<file path="src/rtl/uamc_pkg.sv">
package uamc_pkg;
  // Register bus shape
  localparam int unsigned ADDR_W = 8;
  localparam int unsigned DATA_W = 32;

  // Register byte offsets
  localparam logic [7:0] OFS_CTRL = 8'h00;
  localparam logic [7:0] OFS_MDM_SET = 8'h04;
  localparam logic [7:0] OFS_MDM_CLR = 8'h08;
  localparam logic [7:0] OFS_MDM_STAT = 8'h0c;
  localparam logic [7:0] OFS_RXERR = 8'h10;
  localparam logic [7:0] OFS_TXSTAT = 8'h14;
  localparam logic [7:0] OFS_IRQ_RAW = 8'h18;
  localparam logic [7:0] OFS_IRQ_MASK = 8'h1c;

  // Control register fields
  localparam int CTRL_TXHS_BIT = 0;
  localparam int CTRL_RXHS_BIT = 1;
  localparam int CTRL_SMART_BIT = 2;
  localparam int CTRL_TXIM_BIT = 3;
  localparam int CTRL_PAR_LSB = 4;
  localparam int CTRL_WLEN_LSB = 8;
  localparam int CTRL_TXTHR_LSB = 16;

  // Modem control and status bit positions
  localparam int MDM_DTR = 0;
  localparam int MDM_RTS = 1;
  localparam int MST_RI = 0;
  localparam int MST_DCD = 1;
  localparam int MST_DSR = 2;
  localparam int MST_CTS = 3;

  // Receiver error flag positions
  localparam int ERR_FE = 0;
  localparam int ERR_PE = 1;
  localparam int ERR_BE = 2;
  localparam int ERR_OE = 3;

  // Transmit status bits
  localparam int TXS_SPACE = 0;
  localparam int TXS_IDLE = 1;

  // Interrupt source positions
  localparam int IRQ_N = 11;
  localparam int IRQ_OE = 0;
  localparam int IRQ_BE = 1;
  localparam int IRQ_PE = 2;
  localparam int IRQ_FE = 3;
  localparam int IRQ_RT = 4;
  localparam int IRQ_TX = 5;
  localparam int IRQ_RX = 6;
  localparam int IRQ_DSR = 7;
  localparam int IRQ_DCD = 8;
  localparam int IRQ_CTS = 9;
  localparam int IRQ_RI = 10;

  // Word length codes
  localparam logic [1:0] WLEN_5 = 2'h0;
  localparam logic [1:0] WLEN_8 = 2'h3;

  // Parity selection
  typedef enum logic [2:0] {
    parity_off = 3'h0,
    parity_even_sel = 3'h1,
    parity_odd_sel = 3'h2,
    parity_stick_high = 3'h3,
    parity_stick_low = 3'h4
  } uamc_par_t;
endpackage

</file>
<file path="src/rtl/uamc_parity.sv">
`timescale 1ns/1ps
module uamc_parity #(
  parameter int unsigned DW = 8
) (
  input wire logic [DW-1:0] i_data,
  input wire uamc_pkg::uamc_par_t i_mode,
  output logic o_par_bit,
  output logic o_par_used
);
  wire data_xor = ^i_data;

  // Expected parity bit; stick modes ignore the data entirely
  assign o_par_bit = (i_mode == uamc_pkg::parity_even_sel) ? data_xor :
                     (i_mode == uamc_pkg::parity_odd_sel) ? ~data_xor :
                     (i_mode == uamc_pkg::parity_stick_high);
  assign o_par_used = (i_mode != uamc_pkg::parity_off);
endmodule

</file>
<file path="src/rtl/uamc_ctrl.sv">
`timescale 1ns/1ps
module uamc_ctrl #(
  parameter int unsigned TXLVL_W = 5,
  parameter int unsigned DW = 8
) (
  input wire logic i_ref_clk,
  input wire logic i_rst,
  input wire logic [7:0] i_addr,
  input wire logic [31:0] i_wdata,
  input wire logic i_wr,
  input wire logic i_rd,
  output logic [31:0] o_rdata,
  input wire logic i_ri,
  input wire logic i_dcd,
  input wire logic i_dsr,
  input wire logic i_cts,
  output logic o_dtr,
  output logic o_rts,
  output logic o_tx_allow,
  output logic [2:0] o_par_mode,
  output logic [1:0] o_wlen,
  output logic o_smart_en,
  input wire logic i_tx_load,
  input wire logic [DW-1:0] i_tx_data,
  output logic o_tx_par_bit,
  output logic o_tx_par_en,
  input wire logic i_rx_frame,
  input wire logic [DW-1:0] i_rx_data,
  input wire logic i_rx_par_bit,
  output logic o_rx_par_err,
  input wire logic i_rx_pop,
  input wire logic [3:0] i_rx_pop_err,
  input wire logic i_rx_overrun,
  input wire logic i_rx_push,
  input wire logic i_rx_timeout,
  input wire logic i_rx_space,
  input wire logic [TXLVL_W-1:0] i_tx_level,
  input wire logic i_tx_full,
  input wire logic i_tx_empty,
  input wire logic i_tx_busy,
  output logic o_irq
);
  // Control state
  logic txhs_q;
  logic rxhs_q;
  logic smart_q;
  logic idle_mode_q;
  uamc_pkg::uamc_par_t par_q;
  logic [1:0] wlen_q;
  logic [TXLVL_W-1:0] txthr_q;
  logic dtr_q;
  logic rts_sw_q;
  logic rts_q;
  logic tx_allow_q;
  logic [3:0] rxerr_q;
  logic [3:0] rxerr_d;
  logic [uamc_pkg::IRQ_N-1:0] raw_q;
  logic [uamc_pkg::IRQ_N-1:0] raw_d;
  logic [uamc_pkg::IRQ_N-1:0] mask_q;
  logic irq_q;
  logic [31:0] rdata_q;
  logic [3:0] mdm_m_q;
  logic [3:0] mdm_s_q;
  logic [3:0] mdm_p_q;
  logic [TXLVL_W-1:0] lvl_p_q;
  logic idle_p_q;
  logic tx_par_bit_q;
  logic tx_par_en_q;
  logic rx_par_err_q;

  // Address decode
  wire sel_ctrl = (i_addr == uamc_pkg::OFS_CTRL);
  wire sel_mset = (i_addr == uamc_pkg::OFS_MDM_SET);
  wire sel_mclr = (i_addr == uamc_pkg::OFS_MDM_CLR);
  wire sel_mst = (i_addr == uamc_pkg::OFS_MDM_STAT);
  wire sel_rxerr = (i_addr == uamc_pkg::OFS_RXERR);
  wire sel_txst = (i_addr == uamc_pkg::OFS_TXSTAT);
  wire sel_raw = (i_addr == uamc_pkg::OFS_IRQ_RAW);
  wire sel_mask = (i_addr == uamc_pkg::OFS_IRQ_MASK);
  wire wr_ctrl = i_wr && sel_ctrl;
  wire wr_mset = i_wr && sel_mset;
  wire wr_mclr = i_wr && sel_mclr;
  wire wr_rxerr = i_wr && sel_rxerr;
  wire wr_raw = i_wr && sel_raw;
  wire wr_mask = i_wr && sel_mask;

  // Control field decode; smart card forces the frame format whatever software wrote
  wire [2:0] par_wr_raw = i_wdata[uamc_pkg::CTRL_PAR_LSB +: 3];
  wire par_wr_ok = (par_wr_raw <= 3'(uamc_pkg::parity_stick_low));
  wire smart_wr = i_wdata[uamc_pkg::CTRL_SMART_BIT];
  wire [2:0] par_wr_code = smart_wr ? 3'(uamc_pkg::parity_even_sel) :
                           (par_wr_ok ? par_wr_raw : 3'(uamc_pkg::parity_off));
  wire uamc_pkg::uamc_par_t par_wr = uamc_pkg::uamc_par_t'(par_wr_code);
  wire [1:0] wlen_wr = smart_wr ? uamc_pkg::WLEN_8 : i_wdata[uamc_pkg::CTRL_WLEN_LSB +: 2];

  // Modem output update, masked set and clear
  wire dtr_d = wr_mset && i_wdata[uamc_pkg::MDM_DTR] ? 1'b1 :
               wr_mclr && i_wdata[uamc_pkg::MDM_DTR] ? 1'b0 : dtr_q;
  wire rts_sw_d = wr_mset && i_wdata[uamc_pkg::MDM_RTS] ? 1'b1 :
                  wr_mclr && i_wdata[uamc_pkg::MDM_RTS] ? 1'b0 : rts_sw_q;
  wire rts_d = rxhs_q ? i_rx_space : rts_sw_q;
  wire cts_s = mdm_s_q[uamc_pkg::MST_CTS];
  wire tx_allow_d = !txhs_q || cts_s;

  // Receiver error latching; a new error wins over a clear in the same cycle
  wire [3:0] pop_err = i_rx_pop ? i_rx_pop_err : 4'h0;
  wire [3:0] ovr_err = {3'h0, i_rx_overrun} << uamc_pkg::ERR_OE;
  wire [3:0] err_set = pop_err | ovr_err;
  wire [3:0] err_rise = err_set & ~rxerr_q;
  assign rxerr_d = (wr_rxerr ? 4'h0 : rxerr_q) | err_set;

  // Transmit interrupt events
  wire tx_idle = i_tx_empty && !i_tx_busy;
  wire tx_ev_idle = tx_idle && !idle_p_q;
  wire tx_ev_lvl = (lvl_p_q > txthr_q) && (i_tx_level <= txthr_q);
  wire tx_ev = idle_mode_q ? tx_ev_idle : tx_ev_lvl;

  // Modem line changes seen only on the synchronised copy
  wire [3:0] mdm_chg = mdm_s_q ^ mdm_p_q;

  // Interrupt sources; hardware set wins over write-one-to-clear
  wire [uamc_pkg::IRQ_N-1:0] ev = {mdm_chg[uamc_pkg::MST_RI], mdm_chg[uamc_pkg::MST_CTS],
                                   mdm_chg[uamc_pkg::MST_DCD], mdm_chg[uamc_pkg::MST_DSR],
                                   i_rx_push, tx_ev, i_rx_timeout,
                                   err_rise[uamc_pkg::ERR_FE], err_rise[uamc_pkg::ERR_PE],
                                   err_rise[uamc_pkg::ERR_BE], err_rise[uamc_pkg::ERR_OE]};
  wire [uamc_pkg::IRQ_N-1:0] raw_clr = wr_raw ? i_wdata[uamc_pkg::IRQ_N-1:0] : '0;
  assign raw_d = (raw_q & ~raw_clr) | ev;
  wire irq_d = |(raw_d & mask_q);

  // Read data selection; unmapped offsets read as zero
  wire [31:0] rd_ctrl = (32'(txthr_q) << uamc_pkg::CTRL_TXTHR_LSB) |
                        (32'(wlen_q) << uamc_pkg::CTRL_WLEN_LSB) |
                        (32'(par_q) << uamc_pkg::CTRL_PAR_LSB) |
                        (32'(idle_mode_q) << uamc_pkg::CTRL_TXIM_BIT) |
                        (32'(smart_q) << uamc_pkg::CTRL_SMART_BIT) |
                        (32'(rxhs_q) << uamc_pkg::CTRL_RXHS_BIT) |
                        (32'(txhs_q) << uamc_pkg::CTRL_TXHS_BIT);
  wire [31:0] rd_mdm = (32'(rts_q) << uamc_pkg::MDM_RTS) | (32'(dtr_q) << uamc_pkg::MDM_DTR);
  wire [31:0] rd_mst = 32'(mdm_s_q);
  wire [31:0] rd_txst = (32'(!i_tx_full) << uamc_pkg::TXS_SPACE) |
                        (32'(tx_idle) << uamc_pkg::TXS_IDLE);
  wire [31:0] rd_mux = sel_ctrl ? rd_ctrl :
                       (sel_mset || sel_mclr) ? rd_mdm :
                       sel_mst ? rd_mst :
                       sel_rxerr ? 32'(rxerr_q) :
                       sel_txst ? rd_txst :
                       sel_raw ? 32'(raw_q) :
                       sel_mask ? 32'(mask_q) : 32'h0;

  // Parity generation on transmit and checking on receive share one setting
  wire tx_par_exp;
  wire tx_par_used;
  wire rx_par_exp;
  wire rx_par_used;
  uamc_parity #(.DW(DW)) u_tx_par (
    .i_data(i_tx_data),
    .i_mode(par_q),
    .o_par_bit(tx_par_exp),
    .o_par_used(tx_par_used)
  );
  uamc_parity #(.DW(DW)) u_rx_par (
    .i_data(i_rx_data),
    .i_mode(par_q),
    .o_par_bit(rx_par_exp),
    .o_par_used(rx_par_used)
  );
  wire rx_par_bad = i_rx_frame && rx_par_used && (i_rx_par_bit != rx_par_exp);
  wire tx_par_bit_d = i_tx_load ? tx_par_exp : tx_par_bit_q;

  // Modem inputs are asynchronous: two flops before any use
  always_ff @(posedge i_ref_clk or posedge i_rst) begin
    if (i_rst) begin
      mdm_m_q <= 4'h0;
      mdm_s_q <= 4'h0;
      mdm_p_q <= 4'h0;
    end else begin
      mdm_m_q <= {i_cts, i_dsr, i_dcd, i_ri};
      mdm_s_q <= mdm_m_q;
      mdm_p_q <= mdm_s_q;
    end
  end

  // Configuration written by software
  always_ff @(posedge i_ref_clk or posedge i_rst) begin
    if (i_rst) begin
      txhs_q <= 1'b0;
      rxhs_q <= 1'b0;
      smart_q <= 1'b0;
      idle_mode_q <= 1'b0;
      par_q <= uamc_pkg::parity_off;
      wlen_q <= uamc_pkg::WLEN_5;
      txthr_q <= '0;
    end else if (wr_ctrl) begin
      txhs_q <= i_wdata[uamc_pkg::CTRL_TXHS_BIT];
      rxhs_q <= i_wdata[uamc_pkg::CTRL_RXHS_BIT];
      smart_q <= smart_wr;
      idle_mode_q <= i_wdata[uamc_pkg::CTRL_TXIM_BIT];
      par_q <= par_wr;
      wlen_q <= wlen_wr;
      txthr_q <= i_wdata[uamc_pkg::CTRL_TXTHR_LSB +: TXLVL_W];
    end
  end

  // Modem outputs and transmit gate
  always_ff @(posedge i_ref_clk or posedge i_rst) begin
    if (i_rst) begin
      dtr_q <= 1'b0;
      rts_sw_q <= 1'b0;
      rts_q <= 1'b0;
      tx_allow_q <= 1'b1;
    end else begin
      dtr_q <= dtr_d;
      rts_sw_q <= rts_sw_d;
      rts_q <= rts_d;
      tx_allow_q <= tx_allow_d;
    end
  end

  // Error flags, interrupt state and history for edge detection
  always_ff @(posedge i_ref_clk or posedge i_rst) begin
    if (i_rst) begin
      rxerr_q <= 4'h0;
      raw_q <= '0;
      mask_q <= '0;
      irq_q <= 1'b0;
      lvl_p_q <= '0;
      idle_p_q <= 1'b1;
    end else begin
      rxerr_q <= rxerr_d;
      raw_q <= raw_d;
      mask_q <= wr_mask ? i_wdata[uamc_pkg::IRQ_N-1:0] : mask_q;
      irq_q <= irq_d;
      lvl_p_q <= i_tx_level;
      idle_p_q <= tx_idle;
    end
  end

  // Read data stand for exactly one cycle after the strobe
  always_ff @(posedge i_ref_clk or posedge i_rst) begin
    if (i_rst) begin
      rdata_q <= 32'h0;
    end else begin
      rdata_q <= i_rd ? rd_mux : 32'h0;
    end
  end

  // Parity toward the shifters
  always_ff @(posedge i_ref_clk or posedge i_rst) begin
    if (i_rst) begin
      tx_par_bit_q <= 1'b0;
      tx_par_en_q <= 1'b0;
      rx_par_err_q <= 1'b0;
    end else begin
      tx_par_bit_q <= tx_par_bit_d;
      tx_par_en_q <= tx_par_used;
      rx_par_err_q <= rx_par_bad;
    end
  end

  assign o_rdata = rdata_q;
  assign o_dtr = dtr_q;
  assign o_rts = rts_q;
  assign o_tx_allow = tx_allow_q;
  assign o_par_mode = par_q;
  assign o_wlen = wlen_q;
  assign o_smart_en = smart_q;
  assign o_tx_par_bit = tx_par_bit_q;
  assign o_tx_par_en = tx_par_en_q;
  assign o_rx_par_err = rx_par_err_q;
  assign o_irq = irq_q;
endmodule

</file>
<file path="config.mk">
export PLATFORM = sky130hd
export DESIGN_NAME = uamc_ctrl
export DESIGN_NICKNAME = d
export VERILOG_FILES = /design/src/rtl/uamc_pkg.sv /design/src/rtl/uamc_parity.sv /design/src/rtl/uamc_ctrl.sv
export SDC_FILE = /design/constraint.sdc
export NUM_CORES = 1
export LEC_CHECK = 0
export ABC_AREA = 1
export BUFFER_PORTS_ARGS = -buffer_cell sky130_fd_sc_hd__buf_2
export CAP_MARGIN = 20
export CORE_AREA = 5 5 91 114
export DETAILED_ROUTE_END_ITERATION = 6
export DIE_AREA = 0 0 96 119
export HOLD_SLACK_MARGIN = 0.1
export PLACE_DENSITY = 0.85
export SYNTH_ARGS = -nofsm -noshare
export SYNTH_HDL_FRONTEND = slang
export SYNTH_SLANG_ARGS = --single-unit
</file>
<file path="constraint.sdc">
create_clock -name i_ref_clk -period 2.53 [get_ports i_ref_clk]
set_input_delay 0.506 -clock i_ref_clk [delete_from_list [all_inputs] [get_ports i_ref_clk]]
set_output_delay 0.506 -clock i_ref_clk [all_outputs]
set_load 0.005 [all_outputs]
</file>
== Yosys cells after proc, flatten, opt, wreduce, memory -nomap -nowiden ==
Cells that the tools add are included.

* Output and inout bits: 45
* Register bits after elaboration: 98
* Input bits: 84

* Equality and inequality tests: 11
* Bitwise logic cells: 19
* Reduce and logical (&&, ||, !) cells: 28
* $lt $le $gt $ge: 3
* Multiplexer cells: 24

{| class="wikitable"
|+ Operators with widths
! kind !! count
|-
| two-way mux 11 bit || 7
|-
| two-way mux 21 bit || 2
|-
| equality test 8 x 5 -> 1 bit, second input constant || 4
|-
| bitwise AND 11 bit || 2
|-
| bitwise OR 21 x 1 -> 21 bit || 1
|-
| bitwise OR 21 x 10 -> 21 bit || 1
|-
| bitwise OR 21 x 2 -> 21 bit || 1
|-
| bitwise OR 21 x 3 -> 21 bit || 1
|-
| bitwise OR 21 x 4 -> 21 bit || 1
|-
| bitwise OR 21 x 7 -> 21 bit || 1
|-
| equality test 8 x 4 -> 1 bit, second input constant || 2
|-
| parity 8 bit || 2
|-
| logical AND 1 bit || 15
|-
| inverter 11 bit || 1
|-
| bitwise OR 11 bit || 1
|-
| OR reduction 11 bit || 1
|-
| two-way mux 1 bit || 10
|-
| equality test 8 x 3 -> 1 bit, second input constant || 1
|-
| logical NOT 8 bit || 1
|-
| two-way mux 4 bit || 2
|-
| bitwise OR 4 bit || 2
|-
| equality test 3 x 2 -> 1 bit, second input constant || 2
|-
| two-way mux 3 bit || 2
|-
| > comparator 5 bit || 1
|-
| 15 further kinds || 21
|}

== Longest topological paths before layout ==
* Depth in word-level cells: 9
* Depth in mapped cells: 13

== By module ==
From an unflattened synthesis, not the netlist that was laid out.

* Cell total of the unflattened synthesis: 537
* Area, all modules: 4331.7 um2

{| class="wikitable"
|+ Modules (own cells, without submodules)
! module !! area each (um2) !! cells each !! times used
|-
| uamc_ctrl || 3863.7 || 423 || 1
|-
| uamc_parity || 234.0 || 57 || 2
|}

== Worst setup path after synthesis ==
OpenSTA, ideal clock, no wires.

* Path kind: input-to-reg
* Start point: input port i_tx_level[4]
* End point: register irq_q, in the netlist o_irq
* Setup time: 0.125 ns
* Data required time: 2.405 ns
* Slack: 0.970 ns
* Arrival: 1.435 ns
* Cell stages on the path: 10
* Cells stage by stage: ha_1 > nand2_1 > nor3_1 > nor2_1 > nor2_1 > nor2_1 > nor2_2 > nor2_1 > nor2_2 > nand3_1

* Word-level cells in the longest chain between the ends: 6

{| class="wikitable"
|+ Ends and longest elaborated chain
! element !! RTL line !! source
|-
| from (decl) || uamc_ctrl.sv:37 || <nowiki>input wire logic [TXLVL_W-1:0] i_tx_level,</nowiki>
|-
| less-or-equal comparator 5 bit || uamc_ctrl.sv:115 || <nowiki>wire tx_ev_lvl = (lvl_p_q > txthr_q) && (i_tx_level <= txthr_q);</nowiki>
|-
| logical AND 1 bit || uamc_ctrl.sv:115 ||
|-
| two-way mux 1 bit || uamc_ctrl.sv:116 || <nowiki>wire tx_ev = idle_mode_q ? tx_ev_idle : tx_ev_lvl;</nowiki>
|-
| bitwise OR 11 bit || uamc_ctrl.sv:128 || <nowiki>assign raw_d = (raw_q & ~raw_clr) | ev;</nowiki>
|-
| bitwise AND 11 bit || uamc_ctrl.sv:129 || <nowiki>wire irq_d = |(raw_d & mask_q);</nowiki>
|-
| OR reduction 11 bit || uamc_ctrl.sv:129 ||
|-
| named net irq_d || uamc_ctrl.sv:129 ||
|-
| to (signal assigned) || uamc_ctrl.sv:233 || <nowiki>irq_q <= irq_d;</nowiki>
|-
| to (decl) || uamc_ctrl.sv:60 || <nowiki>logic irq_q;</nowiki>
|}

The timed path passes the listed nets, and every way through them passes these cells.
A chain may end at the register's enable or synchronous reset.

== Final worst setup path ==
* Start point: register txthr_q[4]
* End point: register irq_q, in the netlist o_irq

* Word-level cells in the longest chain between the ends: 6
* Elaborated cells on any way between the ends: 7
* Classes of those cells: order compare (2); mux (1); bitwise (2); reduce/logical (2)

{| class="wikitable"
|+ Ends and longest elaborated chain
! element !! RTL line !! source
|-
| from (decl) || uamc_ctrl.sv:50 || <nowiki>logic [TXLVL_W-1:0] txthr_q;</nowiki>
|-
| from (signal assigned) || uamc_ctrl.sv:201 || <nowiki>txthr_q <= i_wdata[uamc_pkg::CTRL_TXTHR_LSB +: TXLVL_W];</nowiki>
|-
| > comparator 5 bit or less-or-equal comparator 5 bit (tied branches) || uamc_ctrl.sv:115 ||
|-
| logical AND 1 bit * || uamc_ctrl.sv:115 ||
|-
| two-way mux 1 bit * || uamc_ctrl.sv:116 ||
|-
| bitwise OR 11 bit * || uamc_ctrl.sv:128 ||
|-
| bitwise AND 11 bit * || uamc_ctrl.sv:129 ||
|-
| OR reduction 11 bit * || uamc_ctrl.sv:129 ||
|-
| named net irq_d || uamc_ctrl.sv:129 ||
|}

Mark *: on every way through the listed nets, which the timed path passes. The rest lies on a longest branch.

==> summary.txt <==
Layout
  – Nets: 670
  – Syn-to-layout area delta: 20.18%
  – Ant diodes: 0
  – Fin area: 4917 um2
  – Fraction of layout cells with a size suffix above 1: roughly a quarter
  – Fin util: between 50 and 60%
  – Non-filler cells, final: 704
  – # fillers: 840

Setup path
  – Worst setup EP type: flop
  – CP bufs+invs: 1
  – CP Class: flop to flop
  – Slowest CP cell: ha_1
  – CP max stage delay: approximately 0.33 ns
  – Worst Path Max Fanout: 4
  – CP startpoint kind: flop
  – CP Data Required Time: 2.80 ns
  – Critical path, cell by cell: inv_1, ha_1, nand2_1, nor2_1, nand2_1, nand3_1, nand2_1, nor2_1, nor2_2, nor2_1, nor2_2, nand3_1
  – Crit path DAT: approximately 2.0 ns
  – Cell family with most CP delay: simple AND/OR/NAND/NOR gates

STA
  – Endpoints failing setup: 0
  – Minimum clock period: between 1.5 and 2 ns
  – Fin Clk Skew: about 0.0041 ns
  – Final Hold Viols: 0
  – RSZ-0062 raised after global routing: no
  – Max frequency: roughly 580 MHz
  – Final period util: 68.14%
  – Fin. max-slew vios: 0
  – Final setup TNS: 0 ns

CTS
  – CTS buffer count: 9
  – CTS Hold Buffers Added: 0
  – Clock root cell: clkbuf_16
  – CTS tree: done
  – Clk slew on worst S/H paths: about 0.06 ns
  – H-tree levels: 3
  – Setup bufs post-CTS: 0
  – Post-cts resize count: 0
  – Clk_lat worst skew: roughly 0.34 ns
  – Bufs on Longest Clock Path: 2
  – Clk sinks: just over 80

Route
  – Wl on met1: just under 4 mm
  – 1st-iter DRT viols: 227
  – Post-DRT Antenna Nets: 0
  – Met2 wire len: approximately 4.9 mm
  – Wire per inst: between 10 and 15 um
  – Total number of vias: ~3400
  – Met3 wire length: between 700 and 800 um
  – DR pass1 iterations: 5
  – Detailed-route DRC error count: 0
  – Uppermost layer routed: met4
  – Routed wire length: 9.766 mm
  – DR vias/cell: approximately 4.9

Global route
  – Largest net degree at the start of global routing: between 40 and 50
  – First-pass GRT wire length: ~16 mm
  – Gr ovfl total: 0
  – Total Routing Usage GR: 18.05%
  – Vias in the first global route: between 3000 and 4000
  – Initial antenna violation count: 0

Place
  – Gpl congestion: 0.8695
  – Detailed placement HPWL: roughly 7.4 mm
  – # port buffers: 96
  – Inst Count DP: 688
  – DP Area: 4606 um2

Logic synthesis
  – Seq/Total Area, Yosys: about half
  – Synth area leader: dfrtp_1
  – Ys Warns: 0
  – FF+latch count, synth: 82
  – Post-synthesis average cell area: between 8 and 9 um2
  – Yosys top cell area share: roughly half
  – Synth cell types: 36
  – Synth top area cells: dfrtp_1 49%, nand2_1 13%, inv_1 5.3%
  – Synthesized cell area: between 4000 and 5000 um2
  – Syn Inst Count: ~480

Die
  – I/O pin count: around 130
  – Die Y: 119 um
  – # rows: 39
  – Die area: between 10000 and 15000 um2
  – Die X: 96 um
  – Starting Density: 45.08%
  – Core area: ~9100 um2

Status
  – Status: finished, final reports clean

Flow run
  – Max-cap violation count: 0

Power
  – Tot Pwr: around 0.0031 W
  – Maximum vdd drop: 0.0003847 V
  – PD cells: 629.2 nW/um2
  – Pleak: 2.683 nW

Hold path
  – Worst Hold Class: input pin to async pin
[registers in the layout (all words and copies together) (netlist names)]
name,cells
o_rts,1
o_tx_allow,1
idle_mode_q,1
o_tx_par_bit,1
o_par_mode,3
mdm_s_q,4
rts_sw_q,1
raw_q,11
o_dtr,1
txthr_q,5
mdm_p_q,4
o_rx_par_err,1
o_wlen,2
rxhs_q,1
o_irq,1
mask_q,11
o_rdata,16
o_tx_par_en,1
o_smart_en,1
lvl_p_q,5
rxerr_q,4
txhs_q,1
idle_p_q,1
mdm_m_q,4
[synth_stat cells (all sizes together)]
library cell  count
o21ai            27
nand3            18
o22ai             1
a22oi             1
a21oi            17
dfstp             2
xor2              4
dfrtp            80
xnor2            11
o32ai             4
a311oi            1
nand2b            1
inv              64
nor3b             1
nand2           144
a41oi             1
conb              1
and2              1
nand4            10
nor3              5
or2               1
o211ai            3
buf              27
mux2              3
ha               10
nor2             40
[kinds of logic after synthesis]
group / after synthesis / synth area share, %
buffers and inverters: 91 / 11.13
multiplexers: 3 / 0.8256
AND/OR/NAND/NOR: 221 / 23.73
adder cells (fa/ha/maj): 10 / 3.058
AO/OA/AOI/OAI: 55 / 7.737
XOR/XNOR: 15 / 3.211
other: 1 / 0.09166
flip-flops: 82 / 50.21
[final cells by class]
class                   instances  area [um2]  area share (%)
multi-input cells             320        1638           33.31
repair buffers                 99       515.5           10.48
inverters                      64       244.0           4.962
well taps                     123       153.9           3.130
clock inverters                 5       78.83           1.603
clock buffers                  11       232.7           4.733
flip-flops and latches         82        2054           41.78
[worst register-to-register path: stages, from the launching register on]
cell and delay [ns]:
dfrtp_1 0.32, inv_1 0.08, ha_1 0.33, nand2_1 0.06, nor2_1 0.17, nand2_1 0.07
nand3_1 0.09, nand2_1 0.06, nor2_1 0.17, nor2_2 0.06, nor2_1 0.13, nor2_2 0.04
nand3_1 0.07
[power by group]
group          internal [W]  total [W]  switching, W
Combinational      0.000131   0.000327      0.000196
Sequential          0.00137    0.00140     0.0000306
Clock              0.000863    0.00137      0.000506
[placed cells by master (no fill, tap or decap), types with 2 or more instances in the layout]
cell,synthesis,layout
nand2_4,2,2
nor3_1,5,5
inv_2,6,6
o211ai_1,3,3
mux2_2,3,3
dfstp_2,2,2
bufinv_16,0,2
clkinv_2,0,2
xor2_1,4,4
o21ai_0,24,24
buf_4,22,2
nand4_1,10,10
o21ai_1,3,3
clkbuf_1,0,2
nor2_1,31,31
dfrtp_1,80,80
nand3_1,18,18
clkbuf_16,0,9
nor2_4,3,3
o32ai_1,3,3
nand2_2,4,4
nor2_2,5,5
conb_1,1,16
inv_1,58,57
nand2_1,138,138
buf_2,1,96
a21oi_1,17,17
xnor2_1,11,11
ha_1,10,10
[stage by stage]
stage          hold WS, ns  setup slack [ns]
2_1_floorplan       0.3312            0.9698
3_3_place_gp        0.3354            0.5541
3_5_place_dp        0.3371            0.5423
4_1_cts             0.1791            0.8002
5_1_grt             0.2041            0.6469
6_report            0.1761            0.8060
[final timing paths]
check                                   endpoint              startpoint  cells past startpoint  slack (ns)
setup / recovery                 o_irq$_DFF_PP0_  txthr_q[4]$_DFFE_PP0P_                     12        0.81
hold / removal             o_rdata[16]$_DFF_PP0_                   i_rst                      2        0.18
setup reg to reg                 o_irq$_DFF_PP0_  txthr_q[4]$_DFFE_PP0P_                     12        0.81
hold reg to reg             mdm_s_q[1]$_DFF_PP0_    mdm_m_q[1]$_DFF_PP0_                      0        0.35
max in group asynchronous     idle_p_q$_DFF_PP1_                   i_rst                      3        1.67
min in group i_ref_clk      mdm_m_q[0]$_DFF_PP0_                    i_ri                      1        0.27
[routing by layer]
metal / GRT usage (%) / vias up
li1: - / 1670
met1: 22.08 / 1597
met2: 30.24 / 139
met3: 4.098 / 14
met4: 7.384 / 0
met5: 0 / -
(Power assumes the default switching activity.)
